### src/pkg/pmc_regs.svh
// Command codes, reset values, field positions and timing of the monitor
`ifndef PMC_REGS_SVH
`define PMC_REGS_SVH

// ============================================================
// Command codes
`define PMC_CODE_PEAK_INPUT_VOLTAGE   8'hD1
`define PMC_CODE_PEAK_OUTPUT_VOLTAGE  8'hD2
`define PMC_CODE_RUN_CTRL   8'hD3
`define PMC_CODE_SETTINGS   8'hD4
`define PMC_CODE_ALERT2     8'hD6

// ============================================================
// Reset values
`define PMC_RST_PEAK        16'h0000
`define PMC_RST_RUN_CTRL    8'h01
`define PMC_RST_SETTINGS    8'hAF
`define PMC_RST_ALERT2      16'h8000

// ============================================================
// Field positions
`define PMC_RUN_BIT         0
`define PMC_ALERT2_HI       15
`define PMC_ALERT2_LO       9
`define PMC_PEAK_HI         11
`define PMC_PEAK_LO         0

// ============================================================
// Converter channel codes
`define PMC_CH_CURRENT      2'h0
`define PMC_CH_VIN          2'h1
`define PMC_CH_OUTPUT_VOLTAGE_PIN         2'h2

// ============================================================
// Timing
`define PMC_CLK_NS          100
`define PMC_MAX_AVG_LOG2    7

`endif

### src/pkg/pmc_pkg.sv
// Types shared by the power monitor control logic
package pmc_pkg;

    // ============================================================
    // Command request from the bus front end
    typedef struct packed {
        logic        valid;
        logic        write;
        logic [7:0]  code;
        logic [15:0] wdata;
    } pmc_req_t;

    // ============================================================
    // Layout of the monitor settings byte
    typedef struct packed {
        logic       mode;
        logic       output_voltage_pin_sel;
        logic       range;
        logic       rsvd4;
        logic       isense_en;
        logic [2:0] avg;
    } pmc_settings_t;

    // ============================================================
    // Sampling sequencer states
    typedef enum logic [1:0] {
        PMC_IDLE,
        PMC_CONV_I,
        PMC_CONV_VIN,
        PMC_CONV_OUTPUT_VOLTAGE_PIN
    } pmc_state_t;

endpackage : pmc_pkg

### src/logic/pmc_monitor.sv
// Power monitor run control, settings, peak registers and alert routing
//
// Contract
// RULE1: Input peak holds max, upper nibble zero
// RULE2: Output peak holds max, upper nibble zero
// RULE3: Zero write clears peak; reset zero
// RULE4: Output peak at code D2, word
// RULE5: Input peak at code D1, word
// RULE6: Run control at D3, resets 01
// RULE7: Run bit one starts sampling
// RULE8: Single shot clears run bit itself
// RULE9: Continuous runs until host writes zero
// RULE10: Host stops monitor before changing settings
// RULE11: Settings byte at D4, resets AF
// RULE12: Settings bit7 picks single or continuous
// RULE13: Settings bit6 adds output voltage sample
// RULE14: Settings bit5 selects voltage range
// RULE15: Host writes settings bit4 as zero
// RULE16: Host keeps settings bit3 at one
// RULE17: Averaging field sets 1 to 128 samples
// RULE18: Alert enables at D6, resets 8000
// RULE19: Bit15 routes switch health flag, enabled
// RULE20: Bits14..9 route six fault flags
// RULE21: New larger voltage sample replaces peak
`timescale 1ns/10ps
`include "pmc_regs.svh"
module pmc_monitor
    import pmc_pkg::*;
#(
    parameter int DATA_W = 12
) (
    input  wire logic              i_mclk,
    input  wire logic              i_arst_n,
    input  wire pmc_req_t          i_req,
    output logic                   o_ack,
    output logic                   o_nack,
    output logic [15:0]            o_rdata,
    output logic                   o_adc_start,
    output logic [1:0]             o_adc_channel,
    input  wire logic              i_adc_done,
    input  wire logic [DATA_W-1:0] i_adc_data,
    output logic                   o_voltage_range,
    output logic                   o_current_sense_en,
    output logic                   o_running,
    output logic                   o_cycle_done,
    output logic [DATA_W-1:0]      o_iout_avg,
    input  wire logic [6:0]        i_alert_flags,
    output logic                   o_alert
);

    localparam int ACC_W = DATA_W + `PMC_MAX_AVG_LOG2;

    if (DATA_W < 2 || DATA_W > 12) begin : g_chk
        $error("DATA_W must lie in 2..12");
    end

    // ============================================================
    // Registers
    logic                   run;
    pmc_settings_t          settings;
    logic [6:0]             alert_en;
    pmc_state_t             state;
    pmc_state_t             next_state;
    logic                   next_run;
    logic                   waiting;
    logic [6:0]             cnt;
    logic [ACC_W-1:0]       acc;
    logic [DATA_W-1:0]      peak_input_voltage;
    logic [DATA_W-1:0]      peak_output_voltage;
    logic [7:0]             last_code;
    logic [15:0]            next_rdata;
    logic                   known;

    // ============================================================
    // Command decode
    wire req_wr  = i_req.valid & i_req.write;
    wire req_rd  = i_req.valid & ~i_req.write;
    wire wr_run  = req_wr & (i_req.code == `PMC_CODE_RUN_CTRL);
    wire wr_set  = req_wr & (i_req.code == `PMC_CODE_SETTINGS);
    wire wr_alt  = req_wr & (i_req.code == `PMC_CODE_ALERT2);
    wire wr_zero = (i_req.wdata == `PMC_RST_PEAK);
    wire clr_vin = req_wr & wr_zero
                 & (i_req.code == `PMC_CODE_PEAK_INPUT_VOLTAGE);     // [RULE5]
    wire clr_output_voltage_pin = req_wr & wr_zero
                  & (i_req.code == `PMC_CODE_PEAK_OUTPUT_VOLTAGE);   // [RULE4]

    always_comb begin
        known      = 1'b1;
        next_rdata = 16'h0000;
        case (i_req.code)
            `PMC_CODE_PEAK_INPUT_VOLTAGE:                                // [RULE5]
                next_rdata = 16'(peak_input_voltage);                    // [RULE1]
            `PMC_CODE_PEAK_OUTPUT_VOLTAGE:                               // [RULE4]
                next_rdata = 16'(peak_output_voltage);                   // [RULE2]
            `PMC_CODE_RUN_CTRL:
                next_rdata = {15'h0000, run};                  // [RULE6]
            `PMC_CODE_SETTINGS:
                next_rdata = {8'h00, settings};                // [RULE11]
            `PMC_CODE_ALERT2:
                next_rdata = {alert_en, 9'h000};               // [RULE18]
            default:
                known = 1'b0;
        endcase
    end

    always_ff @(posedge i_mclk or negedge i_arst_n) begin
        if (!i_arst_n) begin
            o_ack     <= 1'b0;
            o_nack    <= 1'b0;
            o_rdata   <= 16'h0000;
            last_code <= 8'h00;
        end else begin
            o_ack  <= i_req.valid & known;
            o_nack <= i_req.valid & ~known;
            if (i_req.valid) begin
                last_code <= i_req.code;
            end
            if (req_rd && known) begin
                o_rdata <= next_rdata;
            end
        end
    end

    // ============================================================
    // Settings and alert enables
    // Settings are used live; the host stops the monitor first [RULE10]
    always_ff @(posedge i_mclk or negedge i_arst_n) begin
        if (!i_arst_n) begin
            settings <= `PMC_RST_SETTINGS;                     // [RULE11]
        end else if (wr_set) begin
            settings <= i_req.wdata[7:0];                      // [RULE11]
        end
    end

    always_ff @(posedge i_mclk or negedge i_arst_n) begin
        if (!i_arst_n) begin
            alert_en <= 7'(`PMC_RST_ALERT2
                           >> `PMC_ALERT2_LO);                 // [RULE18]
        end else if (wr_alt) begin
            alert_en <= i_req.wdata
                        [`PMC_ALERT2_HI:`PMC_ALERT2_LO];       // [RULE20]
        end
    end

    assign o_voltage_range    = settings.range;                // [RULE14]
    assign o_current_sense_en = settings.isense_en;            // [RULE16]

    // ============================================================
    // Sampling arithmetic
    wire              active    = (state != PMC_IDLE);
    wire              sample_in = waiting & i_adc_done;
    wire [6:0]        n_last    = 7'((8'h01 << settings.avg) - 8'h01);
    wire              last_smp  = sample_in & (cnt == n_last); // [RULE17]
    wire [ACC_W-1:0]  sum       = acc + ACC_W'(i_adc_data);
    wire [DATA_W-1:0] avg_val   = DATA_W'(sum >> settings.avg); // [RULE17]
    wire              cycle_end = last_smp
        & ((state == PMC_CONV_VIN && !settings.output_voltage_pin_sel)
        | (state == PMC_CONV_OUTPUT_VOLTAGE_PIN));
    wire              vin_done  = last_smp & (state == PMC_CONV_VIN);
    wire              output_voltage_pin_done = last_smp & (state == PMC_CONV_OUTPUT_VOLTAGE_PIN);

    // ============================================================
    // Run bit
    // A host write in the same cycle as the self clear wins
    always_comb begin
        next_run = run;
        if (cycle_end && !settings.mode) begin
            next_run = 1'b0;                                   // [RULE8]
        end
        if (wr_run) begin
            next_run = i_req.wdata[`PMC_RUN_BIT];              // [RULE9]
        end
    end

    always_ff @(posedge i_mclk or negedge i_arst_n) begin
        if (!i_arst_n) begin
            run <= 1'(`PMC_RST_RUN_CTRL >> `PMC_RUN_BIT);      // [RULE6]
        end else begin
            run <= next_run;
        end
    end

    // ============================================================
    // Sequencer
    always_comb begin
        next_state = state;
        case (state)
            PMC_IDLE: begin
                if (run) begin
                    next_state = PMC_CONV_I;                   // [RULE7]
                end
            end
            PMC_CONV_I: begin
                if (last_smp) begin
                    next_state = PMC_CONV_VIN;
                end
            end
            PMC_CONV_VIN: begin
                if (last_smp) begin
                    if (settings.output_voltage_pin_sel) begin
                        next_state = PMC_CONV_OUTPUT_VOLTAGE_PIN;            // [RULE13]
                    end else if (next_run && settings.mode) begin
                        next_state = PMC_CONV_I;               // [RULE12]
                    end else begin
                        next_state = PMC_IDLE;
                    end
                end
            end
            PMC_CONV_OUTPUT_VOLTAGE_PIN: begin
                if (last_smp) begin
                    if (next_run && settings.mode) begin
                        next_state = PMC_CONV_I;               // [RULE12]
                    end else begin
                        next_state = PMC_IDLE;
                    end
                end
            end
            default: next_state = PMC_IDLE;
        endcase
    end

    always_ff @(posedge i_mclk or negedge i_arst_n) begin
        if (!i_arst_n) begin
            state <= PMC_IDLE;
        end else begin
            state <= next_state;
        end
    end

    // Converter handshake: one start, then wait for done
    always_ff @(posedge i_mclk or negedge i_arst_n) begin
        if (!i_arst_n) begin
            o_adc_start   <= 1'b0;
            o_adc_channel <= `PMC_CH_CURRENT;
            waiting       <= 1'b0;
        end else begin
            o_adc_start <= active & ~waiting & ~o_adc_start;   // [RULE7]
            if (active && !waiting && !o_adc_start) begin
                case (state)
                    PMC_CONV_VIN:  o_adc_channel <= `PMC_CH_VIN;
                    PMC_CONV_OUTPUT_VOLTAGE_PIN: o_adc_channel <= `PMC_CH_OUTPUT_VOLTAGE_PIN;
                    default:       o_adc_channel <= `PMC_CH_CURRENT;
                endcase
            end
            if (o_adc_start) begin
                waiting <= 1'b1;
            end else if (i_adc_done) begin
                waiting <= 1'b0;
            end
        end
    end

    // Averaging accumulator
    always_ff @(posedge i_mclk or negedge i_arst_n) begin
        if (!i_arst_n) begin
            cnt <= 7'h00;
            acc <= '0;
        end else if (sample_in) begin
            cnt <= last_smp ? 7'h00 : cnt + 7'h01;             // [RULE17]
            acc <= last_smp ? '0 : sum;
        end
    end

    // Results
    always_ff @(posedge i_mclk or negedge i_arst_n) begin
        if (!i_arst_n) begin
            o_iout_avg   <= '0;
            o_cycle_done <= 1'b0;
        end else begin
            o_cycle_done <= cycle_end;
            if (last_smp && state == PMC_CONV_I) begin
                o_iout_avg <= avg_val;
            end
        end
    end

    assign o_running = active;

    // ============================================================
    // Peak registers
    pmc_peak_hold #(
        .DATA_W         (DATA_W)
    ) u_peak_input_voltage (
        .i_mclk         (i_mclk),
        .i_arst_n       (i_arst_n),
        .i_sample_valid (vin_done),                            // [RULE21]
        .i_sample       (avg_val),
        .i_clear        (clr_vin),                             // [RULE3]
        .o_peak         (peak_input_voltage)
    );

    pmc_peak_hold #(
        .DATA_W         (DATA_W)
    ) u_peak_output_voltage (
        .i_mclk         (i_mclk),
        .i_arst_n       (i_arst_n),
        .i_sample_valid (output_voltage_pin_done),                           // [RULE21]
        .i_sample       (avg_val),
        .i_clear        (clr_output_voltage_pin),                            // [RULE3]
        .o_peak         (peak_output_voltage)
    );

    // ============================================================
    // Alert routing
    always_ff @(posedge i_mclk or negedge i_arst_n) begin
        if (!i_arst_n) begin
            o_alert <= 1'b0;
        end else begin
            o_alert <= |(i_alert_flags & alert_en);   // [RULE19] [RULE20]
        end
    end
endmodule : pmc_monitor

### src/logic/pmc_peak_hold.sv
// Peak-hold register for one voltage channel
`timescale 1ns/10ps
module pmc_peak_hold #(
    parameter int DATA_W = 12
) (
    input  wire logic              i_mclk,
    input  wire logic              i_arst_n,
    input  wire logic              i_sample_valid,
    input  wire logic [DATA_W-1:0] i_sample,
    input  wire logic              i_clear,
    output logic      [DATA_W-1:0] o_peak
);

    // A sample arriving with a clear restarts tracking from that sample
    always_ff @(posedge i_mclk or negedge i_arst_n) begin
        if (!i_arst_n) begin
            o_peak <= '0;                                        // [RULE3]
        end else if (i_clear) begin
            o_peak <= i_sample_valid ? i_sample : '0;            // [RULE3]
        end else if (i_sample_valid && i_sample > o_peak) begin
            o_peak <= i_sample;                                  // [RULE21]
        end
    end
endmodule : pmc_peak_hold

### config.mk
export PLATFORM = sky130hd
export DESIGN_NAME = pmc_monitor
export DESIGN_NICKNAME = d
export VERILOG_FILES = /design/src/pkg/pmc_pkg.sv /design/src/logic/pmc_monitor.sv /design/src/logic/pmc_peak_hold.sv
export VERILOG_INCLUDE_DIRS = /design/src /design/src/pkg
export SDC_FILE = /design/constraint.sdc
export NUM_CORES = 1
export LEC_CHECK = 0
export BUFFER_PORTS_ARGS = -buffer_cell sky130_fd_sc_hd__buf_2
export CAP_MARGIN = 15
export CORE_UTILIZATION = 60
export DETAILED_ROUTE_END_ITERATION = 6
export PLACE_DENSITY_LB_ADDON = 0.3
export REMOVE_ABC_BUFFERS = 1
export SLEW_MARGIN = 5
export SYNTH_ARGS = -nofsm -noshare
export SYNTH_HDL_FRONTEND = slang
export SYNTH_HIERARCHICAL = 1
export SYNTH_SLANG_ARGS = --single-unit
### constraint.sdc
create_clock -name i_mclk -period 10 [get_ports i_mclk]
set_clock_uncertainty 0.05 [all_clocks]
set_input_delay 0.5 -clock i_mclk [delete_from_list [all_inputs] [get_ports i_mclk]]
set_output_delay 0.5 -clock i_mclk [all_outputs]
set_load 0.02 [all_outputs]
After elaboration in Yosys (flattened, before gate mapping):

Cells that the tools add are included.

* logic and storage cells: 109
* output and inout port bits: 38
* bits in registers: 104
* input port bits: 48

* reduce and logical (&&, ||, !) cells: 22
* equal/unequal tests: 13
* $lt $le $gt $ge: 2
* bitwise gates (word level): 23
* shift-type cells: 2
* mux-type cells: 22
* add/sub/neg operators: 3

Operators by type and width (number)
* one-hot mux 16 bit (5 select lines): 1
* 2-to-1 mux 12 bit: 6
* equality test 8 bit (second input constant): 5
* greater-than comparator 12 bit: 2
* adder 19 x 12 -> 19 bit: 1
* 2-to-1 mux 19 bit: 1
* >> shifter 19 x 3 -> 12 bit: 1
* AND 1 bit: 17
* logical NOT 16 bit: 1
* 2-to-1 mux 2 bit: 5
* logical AND 1 bit: 9
* inequality test 2 bit (second input constant): 4
* one-hot mux 2 bit (4 select lines): 1
* nonzero test 2 bit: 4
* adder 7 x 1 -> 7 bit (second input constant): 1
* AND 7 bit: 1
* equality test 7 bit: 1
* 2-to-1 mux 7 bit: 1
* OR reduction 7 bit: 1
* << shifter 1 x 3 -> 7 bit (first input constant): 1
* subtractor 7 x 1 -> 7 bit (second input constant): 1
* 2-to-1 mux 1 bit: 6
* OR reduction 5 bit: 1
* equality test 2 bit (second input constant): 2
* other kinds (7): 13

Longest topological paths before layout:

* word-level depth: 13
* gate-level depth with buffers: 18
* mapped depth without buffers: 17

Cells and area by module:

Netlist, hierarchy kept.

Modules (own cells, without submodules)
* pmc_monitor: times used 1, area an instance 5272.6 um2, sequential area each 2011.9 um2, cells an instance 594
* pmc_peak_hold (u_peak_input_voltage): times used 1, area an instance 1197.4 um2, sequential area each 300.3 um2, cells an instance 139
* pmc_peak_hold (u_peak_output_voltage): times used 1, area an instance 1076.0 um2, sequential area each 300.3 um2, cells an instance 130

Least setup slack after synthesis:

Ideal clock, no wire load.

* path type: input to register
* start: input i_adc_data[0]
* end: register u_peak_input_voltage.o_peak[0]
* setup slack: 5627 ps
* arrival: 4198 ps
* library setup time: 125 ps
* data required time: 9825 ps
* stages on the path: 18
* buffers on the path: 1
* path through: ha_1 -> inv_1 -> fa_1 -> nand2b_1 -> a21oi_1 -> o211a_1 -> nor2_1 -> xnor2_1 -> a211oi_1 -> a21o_1 -> o21ai_0 -> ha_1 -> nand4_2 -> inv_1 -> a221oi_2 -> buf_4 -> a211o_2 -> nand3_2

* longest elaborated chain between the ends: 5
* elaborated cells between the ends (all ways): 8
* those cells by class: add/sub: 1; order compare: 1; shift: 1; mux: 3; reduce/logical: 2

RTL lines
* start: declaration: line pmc_monitor.sv:41 `input wire logic [DATA_W-1:0] i_adc_data,`
* adder 19 x 12 -> 19 bit: line pmc_monitor.sv:154 `wire [ACC_W-1:0] sum = acc + ACC_W'(i_adc_data);`
* >> shifter 19 x 3 -> 12 bit: line pmc_monitor.sv:155 `wire [DATA_W-1:0] avg_val = DATA_W'(sum >> settings.avg);`
* named net avg_val[9]: line pmc_monitor.sv:155
* greater-than comparator 12 bit: line pmc_peak_hold.sv:20 `end else if (i_sample_valid && i_sample > o_peak) begin`
* logical AND 1 bit: line pmc_peak_hold.sv:20
* nonzero test 2 bit (no source line)
* end signal: assignment: line pmc_peak_hold.sv:19 `o_peak <= i_sample_valid ? i_sample : '0;`
* end signal: assignment: line pmc_peak_hold.sv:21 `o_peak <= i_sample;`
* end: declaration: line pmc_peak_hold.sv:11 `output logic [DATA_W-1:0] o_peak`

The timed path passes the listed nets, and every way through them passes these cells. The select of a mux whose other input is x is not followed.
A chain may end at the register's enable or synchronous reset.

Worst setup path after layout:

* start: register acc[0]
* end: register u_peak_output_voltage.o_peak[8]

* longest elaborated chain between the ends: 5
* elaborated cells between the ends (all ways): 8
* those cells by class: add/sub: 1; order compare: 1; shift: 1; mux: 3; reduce/logical: 2

RTL lines
* start: declaration: line pmc_monitor.sv:67 `logic [ACC_W-1:0] acc;`
* start signal: assignment: line pmc_monitor.sv:260 `acc <= last_smp ? '0 : sum;`
* adder 19 x 12 -> 19 bit: line pmc_monitor.sv:154
* >> shifter 19 x 3 -> 12 bit: line pmc_monitor.sv:155
* named net avg_val[4]: line pmc_monitor.sv:155
* greater-than comparator 12 bit: line pmc_peak_hold.sv:20
* logical AND 1 bit: line pmc_peak_hold.sv:20
* nonzero test 2 bit (no source line)
* end signal: assignment: line pmc_peak_hold.sv:19
* end signal: assignment: line pmc_peak_hold.sv:21
* end: declaration: line pmc_peak_hold.sv:11

The timed path passes the listed nets, and every way through them passes these cells. The select of a mux whose other input is x is not followed.

==> reports/metrics.csv <==
metric;value;unit
combPwrFrac;50.1;%
routabilityCongestion;0.944;
clockBufferDepth;2;
antenna_left;0;
ys.flop_type;dfrtp_1;
cts_made_buffers;9;
initial_core_util;62.3;%
fin_crit_sh;55.9;%
p_int;1.10;mW
setup_violations;0;
syn-cell-area;7550;um^2
overflow;0;
cp_slowest_cell;o21ai_0;
rsz0062_at_grt;no;
fin_cells;1082;
status;finished, final reports clean;
fin_crit;5590;ps
clockRootBuffer;clkbuf_16;
vias;7001;
final_util;68.7;%
tns;0;ps
tritoncts;built;
firstDrtPassIters;6;
critPathRequiredTime;10240;ps
drt_iter0_markers;769;
fill_cells;1000;
track_usage;32.1;%
startpoint_type;flop;
insertion_delay;370;ps
drive_gt1_share;20.4;%
syn_area_per_cell;8.74;um^2
cp_slowest_stage_delay;960;ps
area_growth_syn_to_layout;10.2;%
swShare;44.8;%
ys_warn_count;6;
grt_pass1_wl;32900;um
p_switching;0.892;mW
ctsHoldBuffers;0;
antennaDiodeCount;0;
ys_seq_elements;104;
dp.cells;1065;
worstMarginPinSlew;1250;ps
ff2ff_setup_slack;4410;ps
synthArstFlopShare;100;%
die_w;114;um
wl_per_cell;18.2;um
layout_commonest_cell;dfrtp_1;
crit_chain;ha_1 > inv_1 > fa_1 > nand2b_1 > a21oi_1 > nor3_1 > xor2_1 > mux4_2 > o21ai_0 > ha_1 > nand4_1 > nor2_1 > a31oi_1 > o2111ai_1 > nand3_1;
core_area;12100;um^2
seq_area;2610;um^2
drc;0;
yosys.area.top_type;dfrtp_1;
end_kind;flop;
fmaxAchievable;179;MHz
synth_area_leaders;dfrtp_1 (32%), ha_1 (6.1%), nand2_1 (4.0%);
num_rows;40;
cts_resized;0;
grt_max_degree;57;
clock_power_share;20.0;%
cp_common_cell;ha_1;
reg2reg_depth;15;
r2r-start;acc[0];
ios;86;
total_power;1.99;mW
synth_cells;863;
antenna_found_initial;0;
yosysTopAreaCellShare;31.8;%
hpwl;13700;um
power_density;240;nW/um^2
htreeDepth;3;
hp-class;input port to async pin;
r2r_end;u_peak_output_voltage/o_peak[8];
via_per_inst;6.47;
portBuffers;85;
cts.sinks;104;
power.leakage;4.01;nW
grt_pass1_vias;6679;
ir_drop;215;uV
synth_cell_types;75;
slew_violations;0;
crit_type;flop to flop;
postRouteWirelength;19700;um
synth-edff-count;0;
cts_setup_buffers;0;
multiInputGateArea;4440;um^2
dieArea;13000;um^2
die_y;114;um
finalNetCount;995;
worstPathMaxFanout;12;
synth_seq_area_share;34.6;%
final_cell_mix;dfrtp_1 (96), buf_2 (84), nand2_1 (81);
p_seq_share;29.9;%
finalHoldViolCount;0;
maxCapViolCount;0;
clk_pin_slew;80;ps
relSlewSlack;17.0;%
crit_arrival;5820;ps
==> Yosys cell counts, drive strengths merged (3+ instances only) <==
cell	number
dfrtp	96
nand2	81
nor2	73
nand3	68
inv	54
o21ai	45
clkbuf	42
a21oi	41
ha	37
mux2	26
a32oi	24
buf	20
o2111ai	17
o31ai	16
a211o	15
xor2	15
nor3	13
a222oi	11
xnor2	11
nand4	10
o211ai	10
a21o	9
and2	9
mux2i	9
nor2b	9
dfstp	8
nand2b	8
nor4	8
a22oi	7
and3	7
a211oi	6
or3	6
a221oi	4
a31oi	4
mux4	3
o211a	3
or2	3
==> registers in the layout (all words and copies together), names as in the netlist <==
register	flops
o_adc_start	1
o_alert	1
o_rdata	16
o_cycle_done	1
run	1
o_iout_avg	12
o_adc_channel	2
u_peak_output_voltage/o_peak	12
o_ack	1
alert_en	7
o_current_sense_en	1
o_nack	1
waiting	1
o_voltage_range	1
u_peak_input_voltage/o_peak	12
settings	6
state	2
cnt	7
acc	19
==> worst max-delay path by stage <==
stage	from	end	slack [ps]	cells after the start
after detailed placement	i_adc_data[0]	u_peak_output_voltage/o_peak[1]	4410	18
after CTS	acc[0]	u_peak_output_voltage/o_peak[3]	4620	17
after global placement	i_adc_data[0]	u_peak_output_voltage/o_peak[2]	4590	18
after global routing	acc[0]	u_peak_output_voltage/o_peak[3]	3940	18
after floorplan	settings[0]	u_peak_input_voltage/o_peak[0]	4470	11
final	acc[0]	u_peak_output_voltage/o_peak[8]	4410	15
==> per-stage QoR <==
step | instance area [um^2] | setup slack, ps | hold slack (ps)
after global placement | 7980 | 4590 | 403
after CTS | 8300 | 4620 | 129
final | 8320 | 4410 | 111
after floorplan | 7250 | 4470 | 154
after global routing | 8320 | 3940 | 150
after detailed placement | 7980 | 4410 | 417
==> critical path: cells and delay by family (launching register included) <==
kind,cells,cell delay [ps]
fa+ha+maj,3,950
mux,1,520
buf+inv,1,60
flops,1,360
xor+xnor,1,210
compound gates,4,2690
simple gates,5,670
==> power by group through the flow <==
stage | Combinational, mW | Clock, mW | Sequential, mW
2_1_floorplan | 0.677 | 0 | 0.619
3_3_place_gp | 0.954 | 0 | 0.598
3_5_place_dp | 0.976 | 0 | 0.598
4_1_cts | 0.983 | 0.403 | 0.593
6_report | 0.998 | 0.398 | 0.595
5_1_grt | 1.11 | 0.419 | 0.609
==> cell type report <==
type	instances	area share, %
Tap cell	168	2.53
Multi-Input combinational cell	643	53.4
Timing Repair Buffer	97	6.27
Clock inverter	6	1.19
Inverter	54	2.44
Clock buffer	10	2.75
Sequential cell	104	31.4
==> metal layers <==
| metal | track usage (%) | part of all wire [%] | vias up |
|---|---|---|---|
| met4 | 10.5 | 1.9 | 0 |
| met3 | 8.31 | 9.9 | 39 |
| met2 | 49.1 | 45 | 360 |
| met5 | 0 | 0 | - |
| li1 | - | - | 3279 |
| met1 | 44.3 | 43 | 3323 |
==> logic make-up (layout without fill, tap and decap cells) <==
group / count (synthesis) / after routing / synth area share, %
buf+inv: 116 / 167 / 6.65
compound gates: 238 / 238 / 23.4
fa+ha+maj: 38 / 38 / 6.40
simple gates: 303 / 303 / 19.8
mux: 38 / 38 / 6.07
xor+xnor: 26 / 26 / 3.02
flops: 104 / 104 / 34.6
Note: power is estimated with default switching activity, not from simulation.
